===== config.mk =====
export PLATFORM = sky130hd
export DESIGN_NAME = rtlc_tx_engine
export DESIGN_NICKNAME = d
export VERILOG_FILES = /design/src/rtlc_pkg.sv /design/src/rtlc_tx_engine.sv /design/src/rtlc_err_check.sv /design/src/rtlc_size_acc.sv
export SDC_FILE = /design/constraint.sdc
export NUM_CORES = 2
export LEC_CHECK = 0
export ABC_AREA = 1
export BUFFER_PORTS_ARGS = -buffer_cell sky130_fd_sc_hd__buf_2
export CAP_MARGIN = 15
export CORE_AREA = 4 4 274 276
export CTS_CLUSTER_SIZE = 20
export DETAILED_ROUTE_END_ITERATION = 10
export DIE_AREA = 0 0 278 280
export GPL_TIMING_DRIVEN = 0
export PLACE_DENSITY_LB_ADDON = 0.3
export REMOVE_ABC_BUFFERS = 1
export SLEW_MARGIN = 20
export SYNTH_ARGS = -nofsm -noshare
export SYNTH_HDL_FRONTEND = slang
export SYNTH_HIERARCHICAL = 1
export SYNTH_SLANG_ARGS = --single-unit

===== constraint.sdc =====
create_clock -name core_clk -period 6.9 [get_ports core_clk]
set_clock_uncertainty 0.2 [all_clocks]
set_input_delay 1.38 -clock core_clk [delete_from_list [all_inputs] [get_ports core_clk]]
set_output_delay 1.38 -clock core_clk [all_outputs]
set_load 0.1 [all_outputs]

===== src/rtlc_pkg.sv =====
package rtlc_pkg;
  // ----------------------------------------
  // Widths
  // ----------------------------------------
  localparam int ADDR_W = 24;
  localparam int APB_AW = 8;
  // ----------------------------------------
  // Register offsets, fields and reset values
  // ----------------------------------------
  localparam logic [7:0] OFS_CTRL = 8'h00;
  localparam logic [7:0] OFS_CHAIN = 8'h04;
  localparam logic [7:0] OFS_HSB = 8'h08;
  localparam logic [7:0] OFS_CFG = 8'h0c;
  localparam logic [7:0] OFS_AUTH = 8'h10;
  localparam logic [7:0] OFS_STAT = 8'h14;
  localparam int CTL_START = 0;
  localparam int CTL_HALT = 1;
  localparam int CTL_VALID = 2;
  localparam int CFG_MAX_LSB = 16;
  localparam int CFG_PRI_LSB = 24;
  localparam int AUTH_RIF_LSB = 16;
  localparam logic [31:0] CFG_RST = 32'h0304_0200;
  localparam logic [31:0] AUTH_RST = 32'h0000_fffe;
  // ----------------------------------------
  // Descriptor layout, 16-bit words
  // ----------------------------------------
  localparam int DESC_WORDS = 7;
  localparam logic [2:0] DW_DSW = 3'h2;
  localparam logic [2:0] DW_SIZE = 3'h3;
  localparam logic [2:0] DW_COUNT = 3'h4;
  localparam logic [2:0] DW_LAST = 3'h6;
  localparam logic [23:0] DSW_OFS = 24'h000004;
  // Bit 0 of a status word is its msb
  localparam int CS_VALID = 15;
  localparam int CS_START = 13;
  localparam int CS_END = 12;
  localparam int CS_INT = 11;
  localparam logic [15:0] CS_KEEP = 16'h1b00;
  localparam logic [15:0] CS_DONE = 16'h6000;
  // ----------------------------------------
  // Status block and completion field
  // ----------------------------------------
  localparam logic [15:0] HSB_CODE = 16'h0004;
  localparam logic [15:0] TCF_CMD = 16'h8000;
  localparam logic [15:0] TCF_FRAME = 16'h4000;
  localparam logic [15:0] TCF_LIST = 16'h2000;
  localparam logic [15:0] TC_RSVD = 16'h1f01;
  localparam int TC_CAUSE_LSB = 1;
  localparam logic [16:0] MIN_HDR = 17'h0000f;
  localparam logic [15:0] THR_SUB = 16'h0008;

  typedef enum logic [3:0] {
    ST_IDLE = 4'b0000,
    ST_DRD = 4'b0001,
    ST_DCHK = 4'b0010,
    ST_SUSP = 4'b0011,
    ST_HDR = 4'b0100,
    ST_HCHK = 4'b0101,
    ST_DATA_RD = 4'b0110,
    ST_DATA_OUT = 4'b0111,
    ST_NEXT = 4'b1000,
    ST_DSW = 4'b1001,
    ST_ADV = 4'b1010,
    ST_POST = 4'b1011
  } rtlc_state_t;
endpackage


===== src/rtlc_tx_engine.sv =====
`timescale 1ns/1ps
// What this block does
// - Interrupt on chain end, halt, frame, error
// - Status block: code, field, list address
// - Command complete ends transmit, reports last list
// - Halt before any frame reports zero address
// - Command and frame complete never together
// - Frame complete after frame asking interrupt
// - Frame complete reports last frame's last list
// - List error sets cause bits, ends command
// - List error posted alone, lists untouched
// - Reserved completion bits written zero
// - Bad frame size flags cause bit 8
// - Frame above buffer threshold flags bit 9
// - Odd pointer on non-end list flags 10
// - Unexpected or missing frame start flags 11
// - Unauthorized access priority flags bit 12
// - Bad MAC class or attention flags 13
// - FC bit 0 set flags bit 14
// - Invalid frame start suspends chain silently
// - Valid request acts only when suspended
// - Only frame start status words rewritten
// - Odd alignment handled by single byte moves
// - Halt stops chain, purges, ignored when idle
module rtlc_tx_engine (
  // Clock and reset
  input wire logic core_clk,
  input wire logic arst_n,
  // APB slave
  input wire logic [rtlc_pkg::APB_AW-1:0] paddr,
  input wire logic psel,
  input wire logic penable,
  input wire logic pwrite,
  input wire logic [31:0] pwdata,
  output logic [31:0] prdata,
  output logic pready,
  output logic pslverr,
  // Host memory master, 16-bit words
  output logic mem_req,
  output logic mem_we,
  output logic [rtlc_pkg::ADDR_W-1:0] mem_addr,
  output logic [15:0] mem_wdata,
  input wire logic [15:0] mem_rdata,
  input wire logic mem_ack,
  // Byte stream to the ring transmitter
  output logic tx_valid,
  output logic [7:0] tx_data,
  output logic tx_last,
  output logic tx_abort,
  input wire logic tx_ready,
  // Completion notice
  output logic tx_irq
);
  import rtlc_pkg::*;

  rtlc_state_t state;
  logic [15:0] desc [DESC_WORDS];
  logic [2:0] widx;
  logic [1:0] hidx;
  logic [1:0] sidx;
  logic [ADDR_W-1:0] chain_addr;
  logic [ADDR_W-1:0] hsb_addr;
  logic [ADDR_W-1:0] cur_addr;
  logic [ADDR_W-1:0] start_addr;
  logic [ADDR_W-1:0] last_addr;
  logic [ADDR_W-1:0] post_addr;
  logic [ADDR_W-1:0] ptr;
  logic [ADDR_W-1:0] hdr_addr;
  logic [ADDR_W-1:0] fwd;
  logic [31:0] cfg;
  logic [31:0] auth;
  logic [31:0] rd_mux;
  logic [15:0] fsize;
  logic [15:0] chk_fsize;
  logic [15:0] rem;
  logic [15:0] post_field;
  logic [15:0] last_field;
  logic [15:0] post_word;
  logic [15:0] err_field;
  logic [15:0] start_cs;
  logic [7:0] ac;
  logic [7:0] fc;
  logic [7:0] cls;
  logic [6:0] cause;
  logic [16:0] acc_sum;
  logic [16:0] sum_now;
  logic any_sent;
  logic exp_start;
  logic mid_frame;
  logic frame_int;
  logic post_ret;
  logic halt_pend;
  logic apb_go;
  logic start_req;
  logic halt_req;
  logic valid_req;
  logic cs_valid;
  logic cs_start;
  logic cs_end;
  logic dchk_ok;
  logic post_last;

  function automatic logic mapped(input logic [7:0] a);
    mapped = a == OFS_CTRL || a == OFS_CHAIN || a == OFS_HSB ||
             a == OFS_CFG || a == OFS_AUTH || a == OFS_STAT;
  endfunction

  // Even host address carries the high byte
  function automatic logic [7:0] pick_byte(input logic [15:0] w,
                                           input logic odd);
    pick_byte = odd ? w[7:0] : w[15:8];
  endfunction

  // ----------------------------------------
  // APB slave
  // ----------------------------------------
  assign apb_go = psel && penable && pready;
  assign start_req = apb_go && pwrite && paddr == OFS_CTRL &&
                     pwdata[CTL_START];
  assign halt_req = apb_go && pwrite && paddr == OFS_CTRL &&
                    pwdata[CTL_HALT];
  assign valid_req = apb_go && pwrite && paddr == OFS_CTRL &&
                     pwdata[CTL_VALID];

  always_comb
  begin
    rd_mux = 32'h0000_0000;
    if (paddr == OFS_CHAIN)
      rd_mux = 32'(chain_addr);
    else if (paddr == OFS_HSB)
      rd_mux = 32'(hsb_addr);
    else if (paddr == OFS_CFG)
      rd_mux = cfg;
    else if (paddr == OFS_AUTH)
      rd_mux = auth;
    else if (paddr == OFS_STAT)
      rd_mux = {last_field, 8'h00, any_sent, halt_pend,
                state == ST_SUSP, state != ST_IDLE, state};
  end

  // One wait state: ready rises in the second access cycle
  always_ff @(posedge core_clk or negedge arst_n)
  begin
    if (!arst_n)
    begin
      pready <= 1'b0;
      pslverr <= 1'b0;
      prdata <= 32'h0000_0000;
    end
    else
    begin
      pready <= psel && penable && !pready;
      if (psel && penable && !pready)
      begin
        pslverr <= !mapped(paddr);
        prdata <= pwrite ? 32'h0000_0000 : rd_mux;
      end
    end
  end

  always_ff @(posedge core_clk or negedge arst_n)
  begin
    if (!arst_n)
    begin
      chain_addr <= '0;
      hsb_addr <= '0;
      cfg <= CFG_RST;
      auth <= AUTH_RST;
    end
    else if (apb_go && pwrite)
    begin
      if (paddr == OFS_CHAIN)
        chain_addr <= pwdata[ADDR_W-1:0];
      if (paddr == OFS_HSB)
        hsb_addr <= pwdata[ADDR_W-1:0];
      if (paddr == OFS_CFG)
        cfg <= pwdata;
      if (paddr == OFS_AUTH)
        auth <= pwdata;
    end
  end

  always_ff @(posedge core_clk or negedge arst_n)
  begin
    if (!arst_n)
      halt_pend <= 1'b0;
    else if (state == ST_IDLE)
      halt_pend <= 1'b0;
    else if (halt_req)
      halt_pend <= 1'b1;
  end

  // ----------------------------------------
  // Descriptor checks
  // ----------------------------------------
  assign fwd = {desc[0][7:0], desc[1]};
  assign cs_valid = desc[DW_DSW][CS_VALID];
  assign cs_start = desc[DW_DSW][CS_START];
  assign cs_end = desc[DW_DSW][CS_END];
  assign chk_fsize = exp_start ? desc[DW_SIZE] : fsize;
  assign sum_now = (exp_start ? 17'h00000 : acc_sum) +
                   17'(desc[DW_COUNT]);
  assign hdr_addr = ptr + ADDR_W'(hidx);
  assign err_field = TCF_LIST | (16'(cause) << TC_CAUSE_LSB);
  assign dchk_ok = state == ST_DCHK && !halt_pend && cause == 7'h00 &&
                   !(exp_start && cs_start && !cs_valid);
  assign post_last = state == ST_POST && mem_req && mem_ack &&
                     sidx == 2'd3;

  rtlc_err_check u_chk (
    .chk_desc(state == ST_DCHK),
    .chk_hdr(state == ST_HCHK),
    .exp_start(exp_start),
    .cs_start(cs_start),
    .cs_end(cs_end),
    .fwd_odd(fwd[0]),
    .fsize(chk_fsize),
    .size_sum(sum_now),
    .ac(ac),
    .fc(fc),
    .cls(cls[3:0]),
    .buf_size(cfg[15:0]),
    .max_cnt(cfg[CFG_MAX_LSB +: 8]),
    .rif_len(auth[AUTH_RIF_LSB +: 8]),
    .auth_pri(cfg[CFG_PRI_LSB +: 3]),
    .class_mask(auth[15:0]),
    .cause(cause)
  );

  rtlc_size_acc u_acc (
    .core_clk(core_clk),
    .arst_n(arst_n),
    .clr(dchk_ok && exp_start),
    .add(dchk_ok),
    .cnt(desc[DW_COUNT]),
    .sum(acc_sum)
  );

  always_comb
  begin
    unique case (sidx)
      2'd0: post_word = HSB_CODE;
      2'd1: post_word = post_field;
      2'd2: post_word = {8'h00, post_addr[23:16]};
      2'd3: post_word = post_addr[15:0];
    endcase
  end

  // ----------------------------------------
  // Chain walker
  // ----------------------------------------
  always_ff @(posedge core_clk or negedge arst_n)
  begin
    if (!arst_n)
    begin
      state <= ST_IDLE;
      for (int i = 0; i < DESC_WORDS; i++)
        desc[i] <= 16'h0000;
      {widx, hidx, sidx} <= 7'h00;
      {cur_addr, start_addr, last_addr, post_addr, ptr} <= '0;
      {fsize, rem, post_field, last_field, start_cs} <= '0;
      {ac, fc, cls} <= 24'h000000;
      {any_sent, exp_start, mid_frame, frame_int, post_ret} <= 5'h00;
      {mem_req, mem_we, mem_addr, mem_wdata} <= '0;
      {tx_valid, tx_data, tx_last, tx_abort, tx_irq} <= '0;
    end
    else
    begin
      tx_irq <= 1'b0;
      tx_abort <= 1'b0;
      unique case (state)
        ST_IDLE:
          if (start_req && !chain_addr[0])
          begin
            cur_addr <= chain_addr;
            widx <= 3'h0;
            exp_start <= 1'b1;
            any_sent <= 1'b0;
            last_addr <= '0;
            mid_frame <= 1'b0;
            state <= ST_DRD;
          end
        ST_DRD:
          if (mem_req && mem_ack)
          begin
            mem_req <= 1'b0;
            desc[widx] <= mem_rdata;
            if (widx == DW_LAST)
              state <= ST_DCHK;
            else
              widx <= widx + 3'h1;
          end
          else if (!mem_req)
          begin
            mem_req <= 1'b1;
            mem_we <= 1'b0;
            mem_addr <= cur_addr + ADDR_W'({widx, 1'b0});
          end
        ST_DCHK:
          if (halt_pend)
          begin
            tx_abort <= mid_frame;
            post_field <= TCF_CMD;
            post_addr <= any_sent ? last_addr : '0;
            post_ret <= 1'b0;
            sidx <= 2'd0;
            state <= ST_POST;
          end
          else if (exp_start && cs_start && !cs_valid)
            state <= ST_SUSP;
          else if (cause != 7'h00)
          begin
            tx_abort <= mid_frame;
            post_field <= err_field;
            post_addr <= exp_start ? cur_addr : start_addr;
            post_ret <= 1'b0;
            sidx <= 2'd0;
            state <= ST_POST;
          end
          else
          begin
            if (exp_start)
            begin
              start_addr <= cur_addr;
              fsize <= desc[DW_SIZE];
              frame_int <= desc[DW_DSW][CS_INT];
              // Later lists overwrite desc; keep the start word
              start_cs <= desc[DW_DSW];
            end
            ptr <= {desc[5][7:0], desc[6]};
            rem <= desc[DW_COUNT];
            hidx <= 2'd0;
            state <= exp_start ? ST_HDR : ST_DATA_RD;
          end
        ST_SUSP:
          if (halt_pend)
          begin
            post_field <= TCF_CMD;
            post_addr <= any_sent ? last_addr : '0;
            post_ret <= 1'b0;
            sidx <= 2'd0;
            state <= ST_POST;
          end
          else if (valid_req)
          begin
            widx <= 3'h0;
            state <= ST_DRD;
          end
        ST_HDR:
          if (mem_req && mem_ack)
          begin
            mem_req <= 1'b0;
            if (hidx == 2'd0)
              ac <= pick_byte(mem_rdata, hdr_addr[0]);
            else if (hidx == 2'd1)
              fc <= pick_byte(mem_rdata, hdr_addr[0]);
            else
              cls <= pick_byte(mem_rdata, hdr_addr[0]);
            if (hidx == 2'd2)
              state <= ST_HCHK;
            else
              hidx <= hidx + 2'd1;
          end
          else if (!mem_req)
          begin
            mem_req <= 1'b1;
            mem_we <= 1'b0;
            mem_addr <= {hdr_addr[ADDR_W-1:1], 1'b0};
          end
        ST_HCHK:
          if (cause != 7'h00)
          begin
            post_field <= err_field;
            post_addr <= start_addr;
            post_ret <= 1'b0;
            sidx <= 2'd0;
            state <= ST_POST;
          end
          else
            state <= ST_DATA_RD;
        ST_DATA_RD:
          if (mem_req && mem_ack)
          begin
            mem_req <= 1'b0;
            tx_data <= pick_byte(mem_rdata, ptr[0]);
            tx_valid <= 1'b1;
            tx_last <= cs_end && rem == 16'h0001;
            state <= ST_DATA_OUT;
          end
          else if (!mem_req && halt_pend)
          begin
            tx_abort <= mid_frame;
            post_field <= TCF_CMD;
            post_addr <= any_sent ? last_addr : '0;
            post_ret <= 1'b0;
            sidx <= 2'd0;
            state <= ST_POST;
          end
          else if (!mem_req && rem == 16'h0000)
            state <= ST_NEXT;
          else if (!mem_req)
          begin
            mem_req <= 1'b1;
            mem_we <= 1'b0;
            mem_addr <= {ptr[ADDR_W-1:1], 1'b0};
          end
        ST_DATA_OUT:
          // one byte at a time from any alignment
          if (tx_ready)
          begin
            tx_valid <= 1'b0;
            tx_last <= 1'b0;
            mid_frame <= 1'b1;
            ptr <= ptr + 24'h000001;
            rem <= rem - 16'h0001;
            state <= ST_DATA_RD;
          end
        ST_NEXT:
          if (cs_end)
            state <= ST_DSW;
          else
          begin
            cur_addr <= fwd;
            exp_start <= 1'b0;
            widx <= 3'h0;
            state <= ST_DRD;
          end
        ST_DSW:
          // rewrite the frame start status word only
          if (mem_req && mem_ack)
          begin
            mem_req <= 1'b0;
            mid_frame <= 1'b0;
            any_sent <= 1'b1;
            last_addr <= cur_addr;
            if (frame_int)
            begin
              post_field <= TCF_FRAME;
              post_addr <= cur_addr;
              post_ret <= 1'b1;
              sidx <= 2'd0;
              state <= ST_POST;
            end
            else
              state <= ST_ADV;
          end
          else if (!mem_req)
          begin
            mem_req <= 1'b1;
            mem_we <= 1'b1;
            mem_addr <= start_addr + DSW_OFS;
            mem_wdata <= (start_cs & CS_KEEP) | CS_DONE;
          end
        ST_ADV:
          // command complete at chain end or halt
          if (halt_pend || fwd[0])
          begin
            post_field <= TCF_CMD;
            post_addr <= last_addr;
            post_ret <= 1'b0;
            sidx <= 2'd0;
            state <= ST_POST;
          end
          else
          begin
            cur_addr <= fwd;
            exp_start <= 1'b1;
            widx <= 3'h0;
            state <= ST_DRD;
          end
        ST_POST:
          if (mem_req && mem_ack)
          begin
            mem_req <= 1'b0;
            sidx <= sidx + 2'd1;
            if (sidx == 2'd3)
            begin
              tx_irq <= 1'b1;
              last_field <= post_field;
              state <= post_ret ? ST_ADV : ST_IDLE;
            end
          end
          else if (!mem_req)
          begin
            mem_req <= 1'b1;
            mem_we <= 1'b1;
            mem_addr <= hsb_addr + ADDR_W'({sidx, 1'b0});
            mem_wdata <= post_word;
          end
        default:
          state <= ST_IDLE;
      endcase
    end
  end

  // ----------------------------------------
  // Checks
  // ----------------------------------------
  AST_HSB_CODE:
  assert property (@(posedge core_clk) disable iff (!arst_n)
    (state == ST_POST && mem_req && sidx == 2'd0) |->
    (mem_we && mem_wdata == HSB_CODE && mem_addr == hsb_addr))
    else $error("status block code word wrong");
  AST_CC_FC_APART:
  assert property (@(posedge core_clk) disable iff (!arst_n)
    (state == ST_POST && mem_req && sidx == 2'd1) |->
    (mem_wdata & (TCF_CMD | TCF_FRAME)) != (TCF_CMD | TCF_FRAME))
    else $error("command and frame complete together");
  AST_RSVD_ZERO:
  assert property (@(posedge core_clk) disable iff (!arst_n)
    (state == ST_POST && mem_req && sidx == 2'd1) |->
    (mem_wdata & TC_RSVD) == 16'h0000)
    else $error("reserved completion bit set");
  AST_LIST_ALONE:
  assert property (@(posedge core_clk) disable iff (!arst_n)
    (state == ST_POST && mem_req && sidx == 2'd1 &&
     (mem_wdata & TCF_LIST) != 16'h0000) |->
    (mem_wdata & (TCF_CMD | TCF_FRAME)) == 16'h0000)
    else $error("list error mixed with completion");
  AST_IRQ_AFTER_POST:
  assert property (@(posedge core_clk) disable iff (!arst_n)
    tx_irq |-> $past(post_last))
    else $error("interrupt without finished status block");
  AST_SUSP_SILENT:
  assert property (@(posedge core_clk) disable iff (!arst_n)
    (state == ST_SUSP && !halt_pend && !valid_req) |=>
    (state == ST_SUSP && !mem_req && !tx_irq))
    else $error("suspend not silent");
  AST_VALID_IGNORED:
  assert property (@(posedge core_clk) disable iff (!arst_n)
    (state == ST_IDLE && valid_req && !start_req) |=>
    state == ST_IDLE)
    else $error("valid request acted on while idle");
  AST_HALT_ADDR0:
  assert property (@(posedge core_clk) disable iff (!arst_n)
    (state == ST_POST && mem_req && sidx[1] && !any_sent &&
     post_field == TCF_CMD) |-> mem_wdata == 16'h0000)
    else $error("halt before any frame gives nonzero address");
  AST_DSW_START:
  assert property (@(posedge core_clk) disable iff (!arst_n)
    (state == ST_DSW && mem_req) |->
    (mem_we && mem_addr == start_addr + DSW_OFS))
    else $error("status word write off the frame start");
  AST_FRAME_ADDR:
  assert property (@(posedge core_clk) disable iff (!arst_n)
    (state == ST_POST && mem_req && sidx == 2'd3 &&
     post_field == TCF_FRAME) |-> mem_wdata == last_addr[15:0])
    else $error("frame complete address not last list");
endmodule


===== src/rtlc_err_check.sv =====
`timescale 1ns/1ps
module rtlc_err_check (
  // Which checks apply now
  input wire logic chk_desc,
  input wire logic chk_hdr,
  // Descriptor
  input wire logic exp_start,
  input wire logic cs_start,
  input wire logic cs_end,
  input wire logic fwd_odd,
  input wire logic [15:0] fsize,
  input wire logic [16:0] size_sum,
  // Frame header bytes
  input wire logic [7:0] ac,
  input wire logic [7:0] fc,
  input wire logic [3:0] cls,
  // Open-time limits
  input wire logic [15:0] buf_size,
  input wire logic [7:0] max_cnt,
  input wire logic [7:0] rif_len,
  input wire logic [2:0] auth_pri,
  input wire logic [15:0] class_mask,
  // Cause, frame size error in the msb
  output logic [6:0] cause
);
  import rtlc_pkg::*;

  logic [23:0] thr;
  logic is_mac;

  assign thr = 24'(buf_size - THR_SUB) * 24'(max_cnt);
  assign is_mac = fc[7:6] == 2'b00;

  always_comb
  begin
    cause = 7'h00;
    if (chk_desc)
    begin
      if (exp_start && (fsize == 16'h0000 ||
          17'(fsize) < MIN_HDR + 17'(rif_len)))
        cause[6] = 1'b1;
      if (cs_end && size_sum != 17'(fsize))
        cause[6] = 1'b1;
      if (exp_start && 24'(fsize) > thr)
        cause[5] = 1'b1;
      if (!cs_end && fwd_odd)
        cause[4] = 1'b1;
      if (cs_start != exp_start)
        cause[3] = 1'b1;
    end
    if (chk_hdr)
    begin
      if (ac[7:5] > auth_pri)
        cause[2] = 1'b1;
      if (is_mac && (cls == 4'h0 || !class_mask[cls] ||
          fc[5:0] > 6'h01))
        cause[1] = 1'b1;
      if (fc[7])
        cause[0] = 1'b1;
    end
  end
endmodule


===== src/rtlc_size_acc.sv =====
`timescale 1ns/1ps
module rtlc_size_acc (
  // Clock and reset
  input wire logic core_clk,
  input wire logic arst_n,
  // Control
  input wire logic clr,
  input wire logic add,
  input wire logic [15:0] cnt,
  // Running byte sum of the frame
  output logic [16:0] sum
);
  always_ff @(posedge core_clk or negedge arst_n)
  begin
    if (!arst_n)
      sum <= 17'h00000;
    else if (clr)
      sum <= add ? 17'(cnt) : 17'h00000;
    else if (add)
      sum <= sum + 17'(cnt);
  end
endmodule


==> impl_metrics.json <==
{
  "die_x_um": 278,
  "cp-start-kind": "register",
  "drv_cap": 0,
  "cts_inserted_buffers": 57,
  "routedWlPerCell_um": 20.1,
  "grt_max_degree": 100,
  "grt_antenna_before_repair": 0,
  "dp.cells": 5986,
  "min_path_type": "register to register",
  "num_rows": 99,
  "first_iter_violations": 3714,
  "critPathTopFamily": "adder cells",
  "rr_worst_depth": 49,
  "dp_slack_ns": -3.46,
  "initial_core_util": 0.494,
  "syn_area_um2": 35800,
  "crit_arrival_ns": 8.26,
  "drive_above_1_share": 0.138,
  "finalSetupViolCount": 151,
  "firstDrtPassIters": 6,
  "route.detailed.drc": 0,
  "htreeDepth": 2,
  "whs_path_depth": 2,
  "core_um2": 72600,
  "rsz0062_at_grt": "yes",
  "gp_congestion": 1.03,
  "grt_pass1_vias": 32900,
  "cp.depth": 49,
  "clk_path_buf_depth": 3,
  "crit_path_max_incr_delay_ns": 0.58,
  "grt_usage": 0.313,
  "crit_type": "register to register",
  "io_pins": 151,
  "cts_tree": "built",
  "fin_cells": 6211,
  "nNetsFinal": 5503,
  "final.min_clock_period_ns": 7.96,
  "max-vdd-ir-drop_mv": 0.375,
  "cp_common_cell": "inv_2",
  "maxSlewViolCount": 0,
  "violations": "setup timing",
  "place_hpwl_mm": 89.0,
  "dieArea_um2": 77800,
  "finalCritPeriodShare": 1.15,
  "yosys_warnings": 6,
  "detail-route-antenna-nets": 0,
  "avgSynthCellArea_um2": 7.09,
  "cp_max_fo": 6,
  "area_delta_synth_final_pct": 17.0,
  "fill_cells": 6785,
  "wl_mm": 125,
  "vias": 34900,
  "end_kind": "register",
  "path_clk_slew_ns": 0.06,
  "status": "finished with violations",
  "grt_pass1_wl_mm": 192,
  "worstSkewPairLatency_ns": 0.65,
  "diodes": 0,
  "viasPerCell": 5.62,
  "hold_viol": 0,
  "path_buf_inv": 15,
  "io_buffers": 150,
  "required_ns": 7.21,
  "timing.final.ws_setup_ns": -1.06,
  "hold_ws_ns": 0.268,
  "overflow": 0,
  "netlist_instances": 5055,
  "max_slew_margin": 0.278,
  "max_clock_freq_mhz": 126,
  "cts.sinks": 521,
  "worstMarginPinSlew_ns": 1.08,
  "power.density_nw_per_um2": 362,
  "slowest_stage": "fa_2",
  "cts-root-buf": "clkbuf_16",
  "die_y_um": 280,
  "p_leak_nw": 21.2
}
## final timing paths
kind | from | end | slack (ns)
max in group asynchronous | arst_n | auth[13]$_DFFE_PN1P_ | 4.57
hold / removal | mem_we$_DFFE_PN0P_ | mem_we$_DFFE_PN0P_ | 0.27
setup reg to reg | cfg[4]$_DFFE_PN0P_ | u_acc/sum[1]$_DFFE_PN0P_ | -1.06
hold reg to reg | mem_we$_DFFE_PN0P_ | mem_we$_DFFE_PN0P_ | 0.27
min in group asynchronous | arst_n | last_addr[17]$_DFFE_PN0P_ | 0.37
setup / recovery | cfg[4]$_DFFE_PN0P_ | u_acc/sum[1]$_DFFE_PN0P_ | -1.06
## report_power, final
part | switching [W] | internal, W
Sequential | 0.000857 | 0.00372
Combinational | 0.00492 | 0.00254
Clock | 0.00135 | 0.00180
## layout by cell type, fill, tap and decap left out, types with 35 or more instances in the layout
cell	n
a21oi_1	152
buf_2	149
buf_4	50
clkbuf_16	61
dfrtp_1	497
fa_1	107
ha_1	120
inv_1	582
inv_2	40
nand2_1	1472
nand2_2	89
nand3_1	255
nand4_1	42
nor2_1	409
o21ai_0	572
o21ai_1	51
o22ai_1	35
xor2_1	53
## worst register-to-register path: cells and delay by family (launching register included)
kind | cells | cell delay, ns
compound gates | 3 | 0.30
xor+xnor | 1 | 0.17
fa+ha+maj | 7 | 2.89
buf+inv | 15 | 1.46
flops | 1 | 0.45
simple gates | 23 | 2.38
## state kept, by name (all words and copies together) (netlist names), 7 cells and up
| name | count |
|---|---|
| auth | 32 |
| ptr | 24 |
| tx_data | 8 |
| rem | 16 |
| mem_addr | 24 |
| post_field | 16 |
| prdata | 32 |
| last_addr | 24 |
| fsize | 16 |
| last_field | 16 |
| fc | 7 |
| post_addr | 24 |
| cur_addr | 24 |
| mem_wdata | 16 |
| desc | 83 |
| hsb_addr | 24 |
| u_acc/sum | 17 |
| start_addr | 24 |
| cfg | 32 |
| chain_addr | 24 |
## layout make-up
cell class                 count  area, µm²  area share
clock buffer                  82       1660      0.0396
clock inverter                26        273     0.00650
inverter                     636       2440      0.0582
multi-input combinational   3707      20700       0.493
sequential                   521      13100       0.312
tap                          959       1200      0.0286
timing repair buffer         276       2570      0.0613
timing repair inverter         4       43.8     0.00104
## per-stage QoR
stage / setup TNS (ns) / area (µm²) / power [W] / utilization
3_3_place_gp: -4036.93 / 36900 / 0.0100 / 0.509
4_1_cts: -114.56 / 41000 / 0.0145 / 0.565
2_1_floorplan: -245.51 / 35000 / 0.00832 / -
3_5_place_dp: -395.30 / 37500 / 0.0103 / 0.516
6_report: -129.42 / 41900 / 0.0152 / 0.578
5_1_grt: -159.43 / 41900 / 0.0160 / 0.578
## what timing repair did
item                       in CTS  in global routing
resized for setup             221                195
pin swaps                      89                 97
hold endpoints to repair        0                  0
setup endpoints to repair     151                151
gates cloned                   16                  5
buffers inserted               67                 34
hold buffers                    0                  0
## layer usage
layer | share of wire | track usage | vias up | wire length, µm
li1 | - | - | 16500 | -
met1 | 0.41 | 0.428 | 16600 | 51400
met2 | 0.44 | 0.483 | 1559 | 55400
met3 | 0.084 | 0.0524 | 280 | 10400
met4 | 0.061 | 0.160 | 0 | 7550
met5 | 0 | 0 | - | 0
No activity file was read; power rests on OpenSTA's default activity.
